**src/include/mpi_pkg.sv**
```systemverilog
// Constants, register map, vector table and state codes of the masked priority interrupt unit.
package mpi_pkg;
  // Source counts: fourteen maskable sources plus the software break instruction.
  localparam int MPI_NUM_SRC = 14;
  localparam int MPI_NUM_EXT = 4;
  localparam int MPI_WIN_W = 4;
  localparam int MPI_NUM_EVT = 2;
  // Sources fed from external pins, by request bit index.
  localparam int MPI_EXT_IDX [0:MPI_NUM_EXT-1] = '{4, 8, 11, 12};
  // Byte offsets of the word registers.
  localparam logic [7:0] MPI_OFS_REQ = 8'h00;
  localparam logic [7:0] MPI_OFS_EN = 8'h04;
  localparam logic [7:0] MPI_OFS_CTRL = 8'h08;
  localparam logic [7:0] MPI_OFS_EDGE = 8'h0C;
  localparam logic [7:0] MPI_OFS_ISTAT = 8'h10;
  localparam logic [7:0] MPI_OFS_ICLR = 8'h14;
  localparam logic [7:0] MPI_OFS_IENA = 8'h18;
  localparam logic [7:0] MPI_OFS_STATE = 8'h1C;
  // Field positions.
  localparam int MPI_CTRL_DIS_BIT = 0;
  localparam int MPI_EVT_ACCEPT_BIT = 0;
  localparam int MPI_EVT_BREAK_BIT = 1;
  // Reset values.
  localparam logic [MPI_NUM_SRC-1:0] MPI_REQ_RST = 14'h0000;
  localparam logic [MPI_NUM_SRC-1:0] MPI_EN_RST = 14'h0000;
  localparam logic MPI_DIS_RST = 1'b1;
  localparam logic [MPI_NUM_EXT-1:0] MPI_EDGE_RST = 4'h0;
  localparam logic [MPI_NUM_EVT-1:0] MPI_EVT_RST = 2'h0;
  // Low byte address of each two-byte vector entry, highest priority first.
  localparam logic [15:0] MPI_VEC_LO [0:MPI_NUM_SRC-1] = '{
    16'hFFFA, 16'hFFF8, 16'hFFF6, 16'hFFF4, 16'hFFF2, 16'hFFF0, 16'hFFEE,
    16'hFFEC, 16'hFFEA, 16'hFFE6, 16'hFFE4, 16'hFFE2, 16'hFFE0, 16'hFFDE};
  localparam logic [15:0] MPI_VEC_BRK = 16'hFFDC;
  // Stack items pushed on acceptance.
  localparam logic [1:0] MPI_PUSH_PCH = 2'h0;
  localparam logic [1:0] MPI_PUSH_PCL = 2'h1;
  localparam logic [1:0] MPI_PUSH_PS = 2'h2;
  // Acceptance sequencer states.
  typedef enum logic [5:0] {
    MPI_ST_IDLE = 6'h01,
    MPI_ST_PCH = 6'h02,
    MPI_ST_PCL = 6'h04,
    MPI_ST_PS = 6'h08,
    MPI_ST_VLO = 6'h10,
    MPI_ST_VHI = 6'h20
  } mpi_state_e;
endpackage

```
**src/rtl/mpi_unit.sv**
```systemverilog
// Masked priority interrupt unit with AHB-Lite register access and acceptance sequencer.
`timescale 1ns/10ps
module mpi_unit #(
  parameter int NUM_SRC = mpi_pkg::MPI_NUM_SRC
) (
  // Clock and reset.
  input wire logic MCLK_IN,
  input wire logic RST_B_IN,
  // AHB-Lite slave.
  input wire logic HSEL_IN,
  input wire logic [31:0] HADDR_IN,
  input wire logic [1:0] HTRANS_IN,
  input wire logic HWRITE_IN,
  input wire logic [2:0] HSIZE_IN,
  input wire logic [31:0] HWDATA_IN,
  input wire logic HREADY_IN,
  output logic [31:0] HRDATA_OUT,
  output logic HREADYOUT_OUT,
  output logic HRESP_OUT,
  // Source events, one-cycle pulses from same-clock logic.
  input wire logic [mpi_pkg::MPI_NUM_SRC-1:0] SRC_EVENT_IN,
  input wire logic SOFTWARE_BREAK_INSTRUCTION_IN,
  output logic [mpi_pkg::MPI_NUM_EXT-1:0] EDGE_SEL_OUT,
  // Processor core.
  input wire logic CORE_ACK_IN,
  output logic CORE_IRQ_OUT,
  output logic PUSH_STB_OUT,
  output logic [1:0] PUSH_ITEM_OUT,
  output logic VEC_RD_STB_OUT,
  output logic [15:0] VEC_ADDR_OUT,
  // Interrupt line.
  output logic INT_OUT
);
  import mpi_pkg::*;

  // The vector table and external mapping are sized for the documented source count.
  // Other counts are refused when the design is elaborated.
  if (NUM_SRC != MPI_NUM_SRC) begin : g_bad_num_src
    $error("NUM_SRC must match the vector table size");
  end

  mpi_state_e state_q, state_d;
  logic [MPI_NUM_SRC-1:0] req_q, req_d, en_q, en_d, qual, req_clr, req_set;
  logic [MPI_NUM_EXT-1:0] edge_q, edge_d;
  logic [MPI_NUM_EVT-1:0] ist_q, ist_d, iena_q, iena_d, evt;
  logic dis_q, dis_d, brk_q, brk_d;
  logic [MPI_WIN_W-1:0] win_q, win_d, sel;
  logic win_brk_q, win_brk_d;
  logic [15:0] vec_q, vec_d;
  logic a_act_q, a_act_d, a_wr_q, a_wr_d;
  logic [7:0] a_ofs_q, a_ofs_d;
  logic any_req, accept, wr_req, wr_en, wr_ctrl, wr_edge, wr_iclr, wr_iena;

  // Address phase capture; the slave never inserts wait states.
  always_comb begin
    a_act_d = HSEL_IN & HTRANS_IN[1] & HREADY_IN;
    a_wr_d = HWRITE_IN;
    a_ofs_d = HADDR_IN[7:0];
  end

  always_ff @(posedge MCLK_IN) begin
    if (!RST_B_IN) begin
      a_act_q <= 1'b0;
      a_wr_q <= 1'b0;
      a_ofs_q <= 8'h00;
    end else begin
      a_act_q <= a_act_d;
      a_wr_q <= a_wr_d;
      a_ofs_q <= a_ofs_d;
    end
  end

  // Data phase write strobes.
  assign wr_req = a_act_q & a_wr_q & (a_ofs_q == MPI_OFS_REQ);
  assign wr_en = a_act_q & a_wr_q & (a_ofs_q == MPI_OFS_EN);
  assign wr_ctrl = a_act_q & a_wr_q & (a_ofs_q == MPI_OFS_CTRL);
  assign wr_edge = a_act_q & a_wr_q & (a_ofs_q == MPI_OFS_EDGE);
  assign wr_iclr = a_act_q & a_wr_q & (a_ofs_q == MPI_OFS_ICLR);
  assign wr_iena = a_act_q & a_wr_q & (a_ofs_q == MPI_OFS_IENA);
  assign HREADYOUT_OUT = 1'b1;
  assign HRESP_OUT = 1'b0;

  // Read mux is combinational so a read right after a write sees the new value.
  always_comb begin
    HRDATA_OUT = 32'h0000_0000;
    if (a_act_q && !a_wr_q) begin
      unique case (a_ofs_q)
        MPI_OFS_REQ: HRDATA_OUT[MPI_NUM_SRC-1:0] = req_q;
        MPI_OFS_EN: HRDATA_OUT[MPI_NUM_SRC-1:0] = en_q;
        MPI_OFS_CTRL: HRDATA_OUT[MPI_CTRL_DIS_BIT] = dis_q;
        MPI_OFS_EDGE: HRDATA_OUT[MPI_NUM_EXT-1:0] = edge_q;
        MPI_OFS_ISTAT: HRDATA_OUT[MPI_NUM_EVT-1:0] = ist_q;
        MPI_OFS_IENA: HRDATA_OUT[MPI_NUM_EVT-1:0] = iena_q;
        MPI_OFS_STATE: HRDATA_OUT[15:0] = {win_brk_q, 3'h0, win_q, 2'h0, state_q};
        default: HRDATA_OUT = 32'h0000_0000;
      endcase
    end
  end

  // Qualification and fixed priority; lowest index is the highest priority.
  always_comb begin
    qual = req_q & en_q & {MPI_NUM_SRC{~dis_q}};
    sel = '0;
    for (int i = MPI_NUM_SRC - 1; i >= 0; i--) begin
      if (qual[i]) begin
        sel = MPI_WIN_W'(i);
      end
    end
  end

  // The break is qualified by nothing, so the disable flag cannot hold it off.
  assign any_req = (|qual) | brk_q;
  assign CORE_IRQ_OUT = any_req & (state_q == MPI_ST_IDLE);
  assign accept = CORE_IRQ_OUT & CORE_ACK_IN;

  // Request, enable, disable, edge and break next values; a set always beats a clear.
  always_comb begin
    req_set = SRC_EVENT_IN;
    req_clr = '0;
    for (int j = 0; j < MPI_NUM_EXT; j++) begin
      if (wr_edge && (HWDATA_IN[j] != edge_q[j])) begin
        req_set[MPI_EXT_IDX[j]] = 1'b1;
      end
    end
    if (wr_req) begin
      req_clr = ~HWDATA_IN[MPI_NUM_SRC-1:0];
    end
    if (accept && !(|qual) == 1'b0) begin
      req_clr[sel] = 1'b1;
    end
    req_d = req_set | (req_q & ~req_clr);
    en_d = wr_en ? HWDATA_IN[MPI_NUM_SRC-1:0] : en_q;
    edge_d = wr_edge ? HWDATA_IN[MPI_NUM_EXT-1:0] : edge_q;
    dis_d = dis_q;
    if (wr_ctrl) begin
      dis_d = HWDATA_IN[MPI_CTRL_DIS_BIT];
    end
    if (accept) begin
      dis_d = 1'b1;
    end
    brk_d = SOFTWARE_BREAK_INSTRUCTION_IN | (brk_q & ~(accept & ~(|qual)));
  end

  always_ff @(posedge MCLK_IN) begin
    if (!RST_B_IN) begin
      req_q <= MPI_REQ_RST;
      en_q <= MPI_EN_RST;
      dis_q <= MPI_DIS_RST;
      edge_q <= MPI_EDGE_RST;
      brk_q <= 1'b0;
    end else begin
      req_q <= req_d;
      en_q <= en_d;
      dis_q <= dis_d;
      edge_q <= edge_d;
      brk_q <= brk_d;
    end
  end

  assign EDGE_SEL_OUT = edge_q;

  // Acceptance sequencer: stack pushes first, then the two vector byte reads.
  always_comb begin
    state_d = state_q;
    win_d = win_q;
    win_brk_d = win_brk_q;
    vec_d = vec_q;
    unique case (state_q)
      MPI_ST_IDLE: begin
        if (accept) begin
          win_d = sel;
          win_brk_d = ~(|qual);
          state_d = MPI_ST_PCH;
        end
      end
      MPI_ST_PCH: state_d = MPI_ST_PCL;
      MPI_ST_PCL: state_d = MPI_ST_PS;
      MPI_ST_PS: begin
        vec_d = win_brk_q ? MPI_VEC_BRK : MPI_VEC_LO[win_q];
        state_d = MPI_ST_VLO;
      end
      MPI_ST_VLO: begin
        vec_d = 16'(vec_q + 16'h0001);
        state_d = MPI_ST_VHI;
      end
      MPI_ST_VHI: state_d = MPI_ST_IDLE;
      default: state_d = MPI_ST_IDLE;
    endcase
  end

  always_ff @(posedge MCLK_IN) begin
    if (!RST_B_IN) begin
      state_q <= MPI_ST_IDLE;
      win_q <= '0;
      win_brk_q <= 1'b0;
      vec_q <= 16'h0000;
    end else begin
      state_q <= state_d;
      win_q <= win_d;
      win_brk_q <= win_brk_d;
      vec_q <= vec_d;
    end
  end

  // Core side strobes decoded from the one-hot state.
  always_comb begin
    PUSH_STB_OUT = (state_q == MPI_ST_PCH) | (state_q == MPI_ST_PCL) | (state_q == MPI_ST_PS);
    PUSH_ITEM_OUT = MPI_PUSH_PCH;
    if (state_q == MPI_ST_PCL) begin
      PUSH_ITEM_OUT = MPI_PUSH_PCL;
    end
    if (state_q == MPI_ST_PS) begin
      PUSH_ITEM_OUT = MPI_PUSH_PS;
    end
    VEC_RD_STB_OUT = (state_q == MPI_ST_VLO) | (state_q == MPI_ST_VHI);
  end

  assign VEC_ADDR_OUT = vec_q;

  // Sticky event status, enable mask and write-only clear; new events beat clears.
  always_comb begin
    evt = '0;
    evt[MPI_EVT_ACCEPT_BIT] = accept;
    evt[MPI_EVT_BREAK_BIT] = accept & ~(|qual);
    ist_d = evt | (ist_q & ~(wr_iclr ? HWDATA_IN[MPI_NUM_EVT-1:0] : MPI_EVT_RST));
    iena_d = wr_iena ? HWDATA_IN[MPI_NUM_EVT-1:0] : iena_q;
  end

  always_ff @(posedge MCLK_IN) begin
    if (!RST_B_IN) begin
      ist_q <= MPI_EVT_RST;
      iena_q <= MPI_EVT_RST;
    end else begin
      ist_q <= ist_d;
      iena_q <= iena_d;
    end
  end

  assign INT_OUT = |(ist_q & iena_q);

  // Checks on the masking, priority and acceptance behaviour.
  property p_mask;
    @(posedge MCLK_IN) disable iff (!RST_B_IN)
    CORE_IRQ_OUT && !brk_q |-> (|(req_q & en_q)) && !dis_q;
  endproperty
  a_mask: assert property (p_mask) else $error("request raised without qualification");

  property p_block;
    @(posedge MCLK_IN) disable iff (!RST_B_IN)
    dis_q && !brk_q |-> !CORE_IRQ_OUT;
  endproperty
  a_block: assert property (p_block) else $error("disable flag did not block");

  property p_brk;
    @(posedge MCLK_IN) disable iff (!RST_B_IN)
    brk_q && state_q == MPI_ST_IDLE |-> CORE_IRQ_OUT;
  endproperty
  a_brk: assert property (p_brk) else $error("break request suppressed");

  property p_accept;
    @(posedge MCLK_IN) disable iff (!RST_B_IN)
    accept |=> dis_q && state_q == MPI_ST_PCH;
  endproperty
  a_accept: assert property (p_accept) else $error("acceptance did not set disable");

  property p_seq;
    @(posedge MCLK_IN) disable iff (!RST_B_IN)
    accept |=> PUSH_STB_OUT [*3] ##1 VEC_RD_STB_OUT [*2] ##1 !VEC_RD_STB_OUT;
  endproperty
  a_seq: assert property (p_seq) else $error("push then vector order broken");

  property p_vec;
    @(posedge MCLK_IN) disable iff (!RST_B_IN)
    state_q == MPI_ST_VLO |-> ##1 VEC_ADDR_OUT == 16'($past(VEC_ADDR_OUT) + 16'h0001);
  endproperty
  a_vec: assert property (p_vec) else $error("vector high byte address wrong");

  property p_prio;
    @(posedge MCLK_IN) disable iff (!RST_B_IN)
    accept && qual[0] && qual[1] |=> win_q == 4'h0 && !win_brk_q && req_q[1];
  endproperty
  a_prio: assert property (p_prio) else $error("priority order violated");

  property p_noset;
    @(posedge MCLK_IN) disable iff (!RST_B_IN)
    $rose(req_q[0]) |-> $past(SRC_EVENT_IN[0]);
  endproperty
  a_noset: assert property (p_noset) else $error("request set without its event");

  property p_hold;
    @(posedge MCLK_IN) disable iff (!RST_B_IN)
    $fell(req_q[0]) |-> $past(wr_req) || $past(accept);
  endproperty
  a_hold: assert property (p_hold) else $error("request dropped without a clear");

  property p_en;
    @(posedge MCLK_IN) disable iff (!RST_B_IN)
    wr_en |=> en_q == $past(HWDATA_IN[MPI_NUM_SRC-1:0]);
  endproperty
  a_en: assert property (p_en) else $error("enable write not stored");

  property p_edge;
    @(posedge MCLK_IN) disable iff (!RST_B_IN)
    wr_edge && HWDATA_IN[0] != edge_q[0] |=> req_q[4];
  endproperty
  a_edge: assert property (p_edge) else $error("edge change did not set request");
endmodule

```
**config.mk**
```make
export PLATFORM = sky130hd
export DESIGN_NAME = mpi_unit
export DESIGN_NICKNAME = d
export VERILOG_FILES = /design/src/include/mpi_pkg.sv /design/src/rtl/mpi_unit.sv
export SDC_FILE = /design/constraint.sdc
export NUM_CORES = 1
export LEC_CHECK = 0
export BUFFER_PORTS_ARGS = -buffer_cell sky130_fd_sc_hd__buf_4
export CAP_MARGIN = 20
export CORE_ASPECT_RATIO = 0.5
export CORE_MARGIN = 2
export CORE_UTILIZATION = 23
export DETAILED_ROUTE_END_ITERATION = 8
export PLACE_DENSITY = 0.49
export SYNTH_ARGS = -nofsm -noshare
export SYNTH_HDL_FRONTEND = slang
export SYNTH_SLANG_ARGS = --single-unit
```
**constraint.sdc**
```tcl
create_clock -name MCLK_IN -period 4.4 [get_ports MCLK_IN]
set_input_delay 0.88 -clock MCLK_IN [delete_from_list [all_inputs] [get_ports MCLK_IN]]
set_output_delay 0.88 -clock MCLK_IN [all_outputs]
set_load 0.1 [all_outputs]
```
==> results.json <==
{
  "htree_levels": 3,
  "syn_inst": 500,
  "place_area_mm2": 0.004966,
  "p_per_area_mw_per_mm2": 327.0,
  "post-route-cell-area_mm2": 0.005286,
  "crit_type": "reg2out",
  "io-pin-count": 150,
  "hold_viol": 0,
  "first_global_vias": 3840,
  "setup_tns_ps": 0,
  "ys_dominant_reg_cell": "dfxtp_1",
  "routed.top_layer": "met4",
  "synth_compound_area_share_pct": 23.88,
  "arrival_ps": 2720,
  "synth_cell_types": 72,
  "place_congestion": 0.7942,
  "startpoint": "a_ofs_q[5]$_SDFF_PN0_",
  "cts.path.max_buffers": 2,
  "crit_family": "simple AND/OR/NAND/NOR gates",
  "worst_slack_ps": 798.3,
  "synthTopCellsByCount": "75 x dfxtp_1, 58 x nor2_1, 30 x nand2_1, 27 x a21oi_1, 25 x o21ai_0",
  "maxSlewHeadroom_pct": 37.41,
  "crit_slowest_cell": "nor4_1",
  "cts.sinks": 75,
  "drc_errors": 0,
  "p_leak_nw": 2.129,
  "r2r-end": "req_q[3]$_SDFF_PN0_",
  "crit_chain": "nor4_1, and2_1, buf_4, or3_1, nand2_1, nor2_1, buf_4",
  "finalCriticalPeriod_ps": 3602,
  "endpoint": "HRDATA_OUT[4]",
  "postSynth.asyncResetShare_pct": 0,
  "crit_required_ps": 3520,
  "rsz0062_at_grt": "no",
  "drtPass1Iterations": 8,
  "drive_gt1_share_pct": 20.45,
  "die_h_um": 99.63,
  "dp_slack_ps": 1179,
  "internal-power_mw": 1.272,
  "fin_cells": 811,
  "tritoncts": "done",
  "comb_power_share_pct": 11.8,
  "drtIter0Drc": 253,
  "fin_skew_ps": 8.916,
  "fin_crit_sh_pct": 81.86,
  "pwr-share-seq_pct": 41.7,
  "grt_pass1_wl_mm": 21.15,
  "synth.most_common_cell": "dfxtp_1",
  "die_area_mm2": 0.01945,
  "peakVddDrop_mv": 0.1276,
  "placed_cells_incl_taps": 795,
  "worstPathMaxFanout": 15,
  "wl_met3_um": 564,
  "synth_top_family_by_area": "simple AND/OR/NAND/NOR gates",
  "start_util_pct": 23.83,
  "whs_ps": 494.9,
  "clkTransAtPathRegs_ps": 50,
  "hold_path_class": "reg2reg",
  "num_antenna_cells": 0,
  "maxCapViolCount": 0,
  "wl_met2_mm": 6.089,
  "rrSetupSlack_ps": 1760,
  "slew_violations": 0,
  "pwr-share-clk_pct": 46.5,
  "max_freq_ghz": 0.2776,
  "ys_ff_latch": 75,
  "critPathCaptureType": "output pin",
  "grt_usage_pct": 13.85,
  "coreArea_mm2": 0.01765,
  "rows": 34,
  "synth_area_per_cell_um2": 8.413,
  "cts_setup_buffers": 0,
  "worst_pin_slew_ps": 938.9,
  "syn_to_final_growth_pct": 25.67,
  "cts_root_buf": "clkbuf_16",
  "antenna_found_initial": 0,
  "critPathMaxStageDelay_ps": 780,
  "netlist_top_cells_area": "dfxtp_1 36%, mux2i_1 5.7%, nor2_1 5.2%, buf_4 3.6%, a21oi_1 3.2%",
  "yosysTopAreaCellShare_pct": 35.69,
  "ctsHoldBuffers": 0,
  "routed_via_density": 4.940,
  "vias": 4006,
  "p_total_mw": 1.728,
  "yosysTopAreaCell": "dfxtp_1",
  "wire_per_inst_um": 16.41,
  "swShare_pct": 26.39,
  "grt_overflow": 0,
  "run_status": "finished, final reports clean",
  "clkLatencyLatePin_ps": 340,
  "grt_max_degree": 47,
  "cts_resized": 0,
  "synth-xor-area-share_pct": 1.457,
  "syn-cell-area_mm2": 0.004207,
  "switchingPower_mw": 0.4561,
  "yosysWarningCount": 0,
  "yosysSeqAreaShare_pct": 35.69,
  "worst-path-stages": 7,
  "crit_top_cell": "buf_4",
  "synth_mux_area_share_pct": 5.979,
  "reg2reg_depth": 4,
  "synth_edf_count": 0,
  "nNetsFinal": 666,
  "antenna_left": 0,
  "die_x_um": 195.3,
  "fin_util_pct": 29.94,
  "place_hpwl_mm": 9.717,
  "setup_viol_count_final": 0,
  "cts_made_buffers": 9,
  "synth_fa_ha_area_share_pct": 1.190,
  "wirelength_mm": 13.31,
  "reg2reg_from": "a_ofs_q[5]$_SDFF_PN0_",
  "synthSimpleGateAreaFrac_pct": 24.42,
  "wl_met1_mm": 6.512,
  "io_buffers": 84,
  "path_buf_inv": 2,
  "cp-start-kind": "register"
}
## worst min-delay path by stage
stage / cells past startpoint / slack, ps / start / to
2_1_floorplan: 2 / 470 / iena_q[0]$_SDFFE_PN0P_ / iena_q[0]$_SDFFE_PN0P_
3_3_place_gp: 2 / 490 / iena_q[0]$_SDFFE_PN0P_ / iena_q[0]$_SDFFE_PN0P_
3_5_place_dp: 2 / 490 / iena_q[0]$_SDFFE_PN0P_ / iena_q[0]$_SDFFE_PN0P_
4_1_cts: 2 / 500 / iena_q[0]$_SDFFE_PN0P_ / iena_q[0]$_SDFFE_PN0P_
5_1_grt: 2 / 550 / iena_q[0]$_SDFFE_PN0P_ / iena_q[0]$_SDFFE_PN0P_
6_report: 2 / 490 / iena_q[0]$_SDFFE_PN0P_ / iena_q[0]$_SDFFE_PN0P_
## state kept, by name, summed over array words and instances, names as in the netlist
name	flops
EDGE_SEL_OUT	4
VEC_ADDR_OUT	16
a_act_q	1
a_ofs_q	8
a_wr_q	1
brk_q	1
dis_q	1
en_q	14
iena_q	2
ist_q	2
req_q	14
state_q	6
win_brk_q	1
win_q	4
## power by group through the flow
stage | registers, mW | logic, mW | clock network, mW
finish | 0.721 | 0.205 | 0.803
global placement | 0.735 | 0.204 | 0
floorplan | 0.727 | 0.163 | 0
detailed placement | 0.735 | 0.206 | 0
CTS | 0.720 | 0.206 | 0.825
global route | 0.724 | 0.219 | 0.849
## worst register-to-register path, cell delays in order (launching register included)
cell and delay (ps):
dfxtp_1 320, nor4_1 780, nand4_1 750, o21a_1 420
o221a_2 260
## per-layer routing
layer  GRT usage [%]  vias up
met2           22.42       98
li1                -     1966
met5               0        -
met3           2.645       14
met4           3.523        0
met1           18.99     1928
## cell usage in the layout, fill, tap and decap left out, drive strengths merged, types with 9 or more instances in the layout
cell type / count
a21oi: 28
and2: 19
conb: 19
dfxtp: 75
buf: 87
a22o: 10
nor2: 60
mux2i: 24
a22oi: 12
inv: 14
nor3: 15
nand2: 30
o21ai: 29
o21a: 9
clkbuf: 12
nand3: 11
## kinds of logic (layout without fill, tap and decap cells)
family                   after synthesis  in the layout
AND/OR/NAND/NOR                      188            188
AO/OA/AOI/OAI                        142            142
flip-flops                            75             75
buffers and inverters                 57            117
multiplexers                          25             25
XOR/XNOR                               7              7
adder cells (fa/ha/maj)                4              4
other                                  2             19
## area by class of cell
cell class                 count  area [µm²]
multi-input combinational    385        2466
fill                        1894       12370
timing repair buffer          87       653.1
inverter                      14       52.55
clock buffer                  12       246.5
sequential                    75        1501
tap                          234       292.8
clock inverter                 4       73.82
No activity file was read; power rests on OpenSTA's default activity.
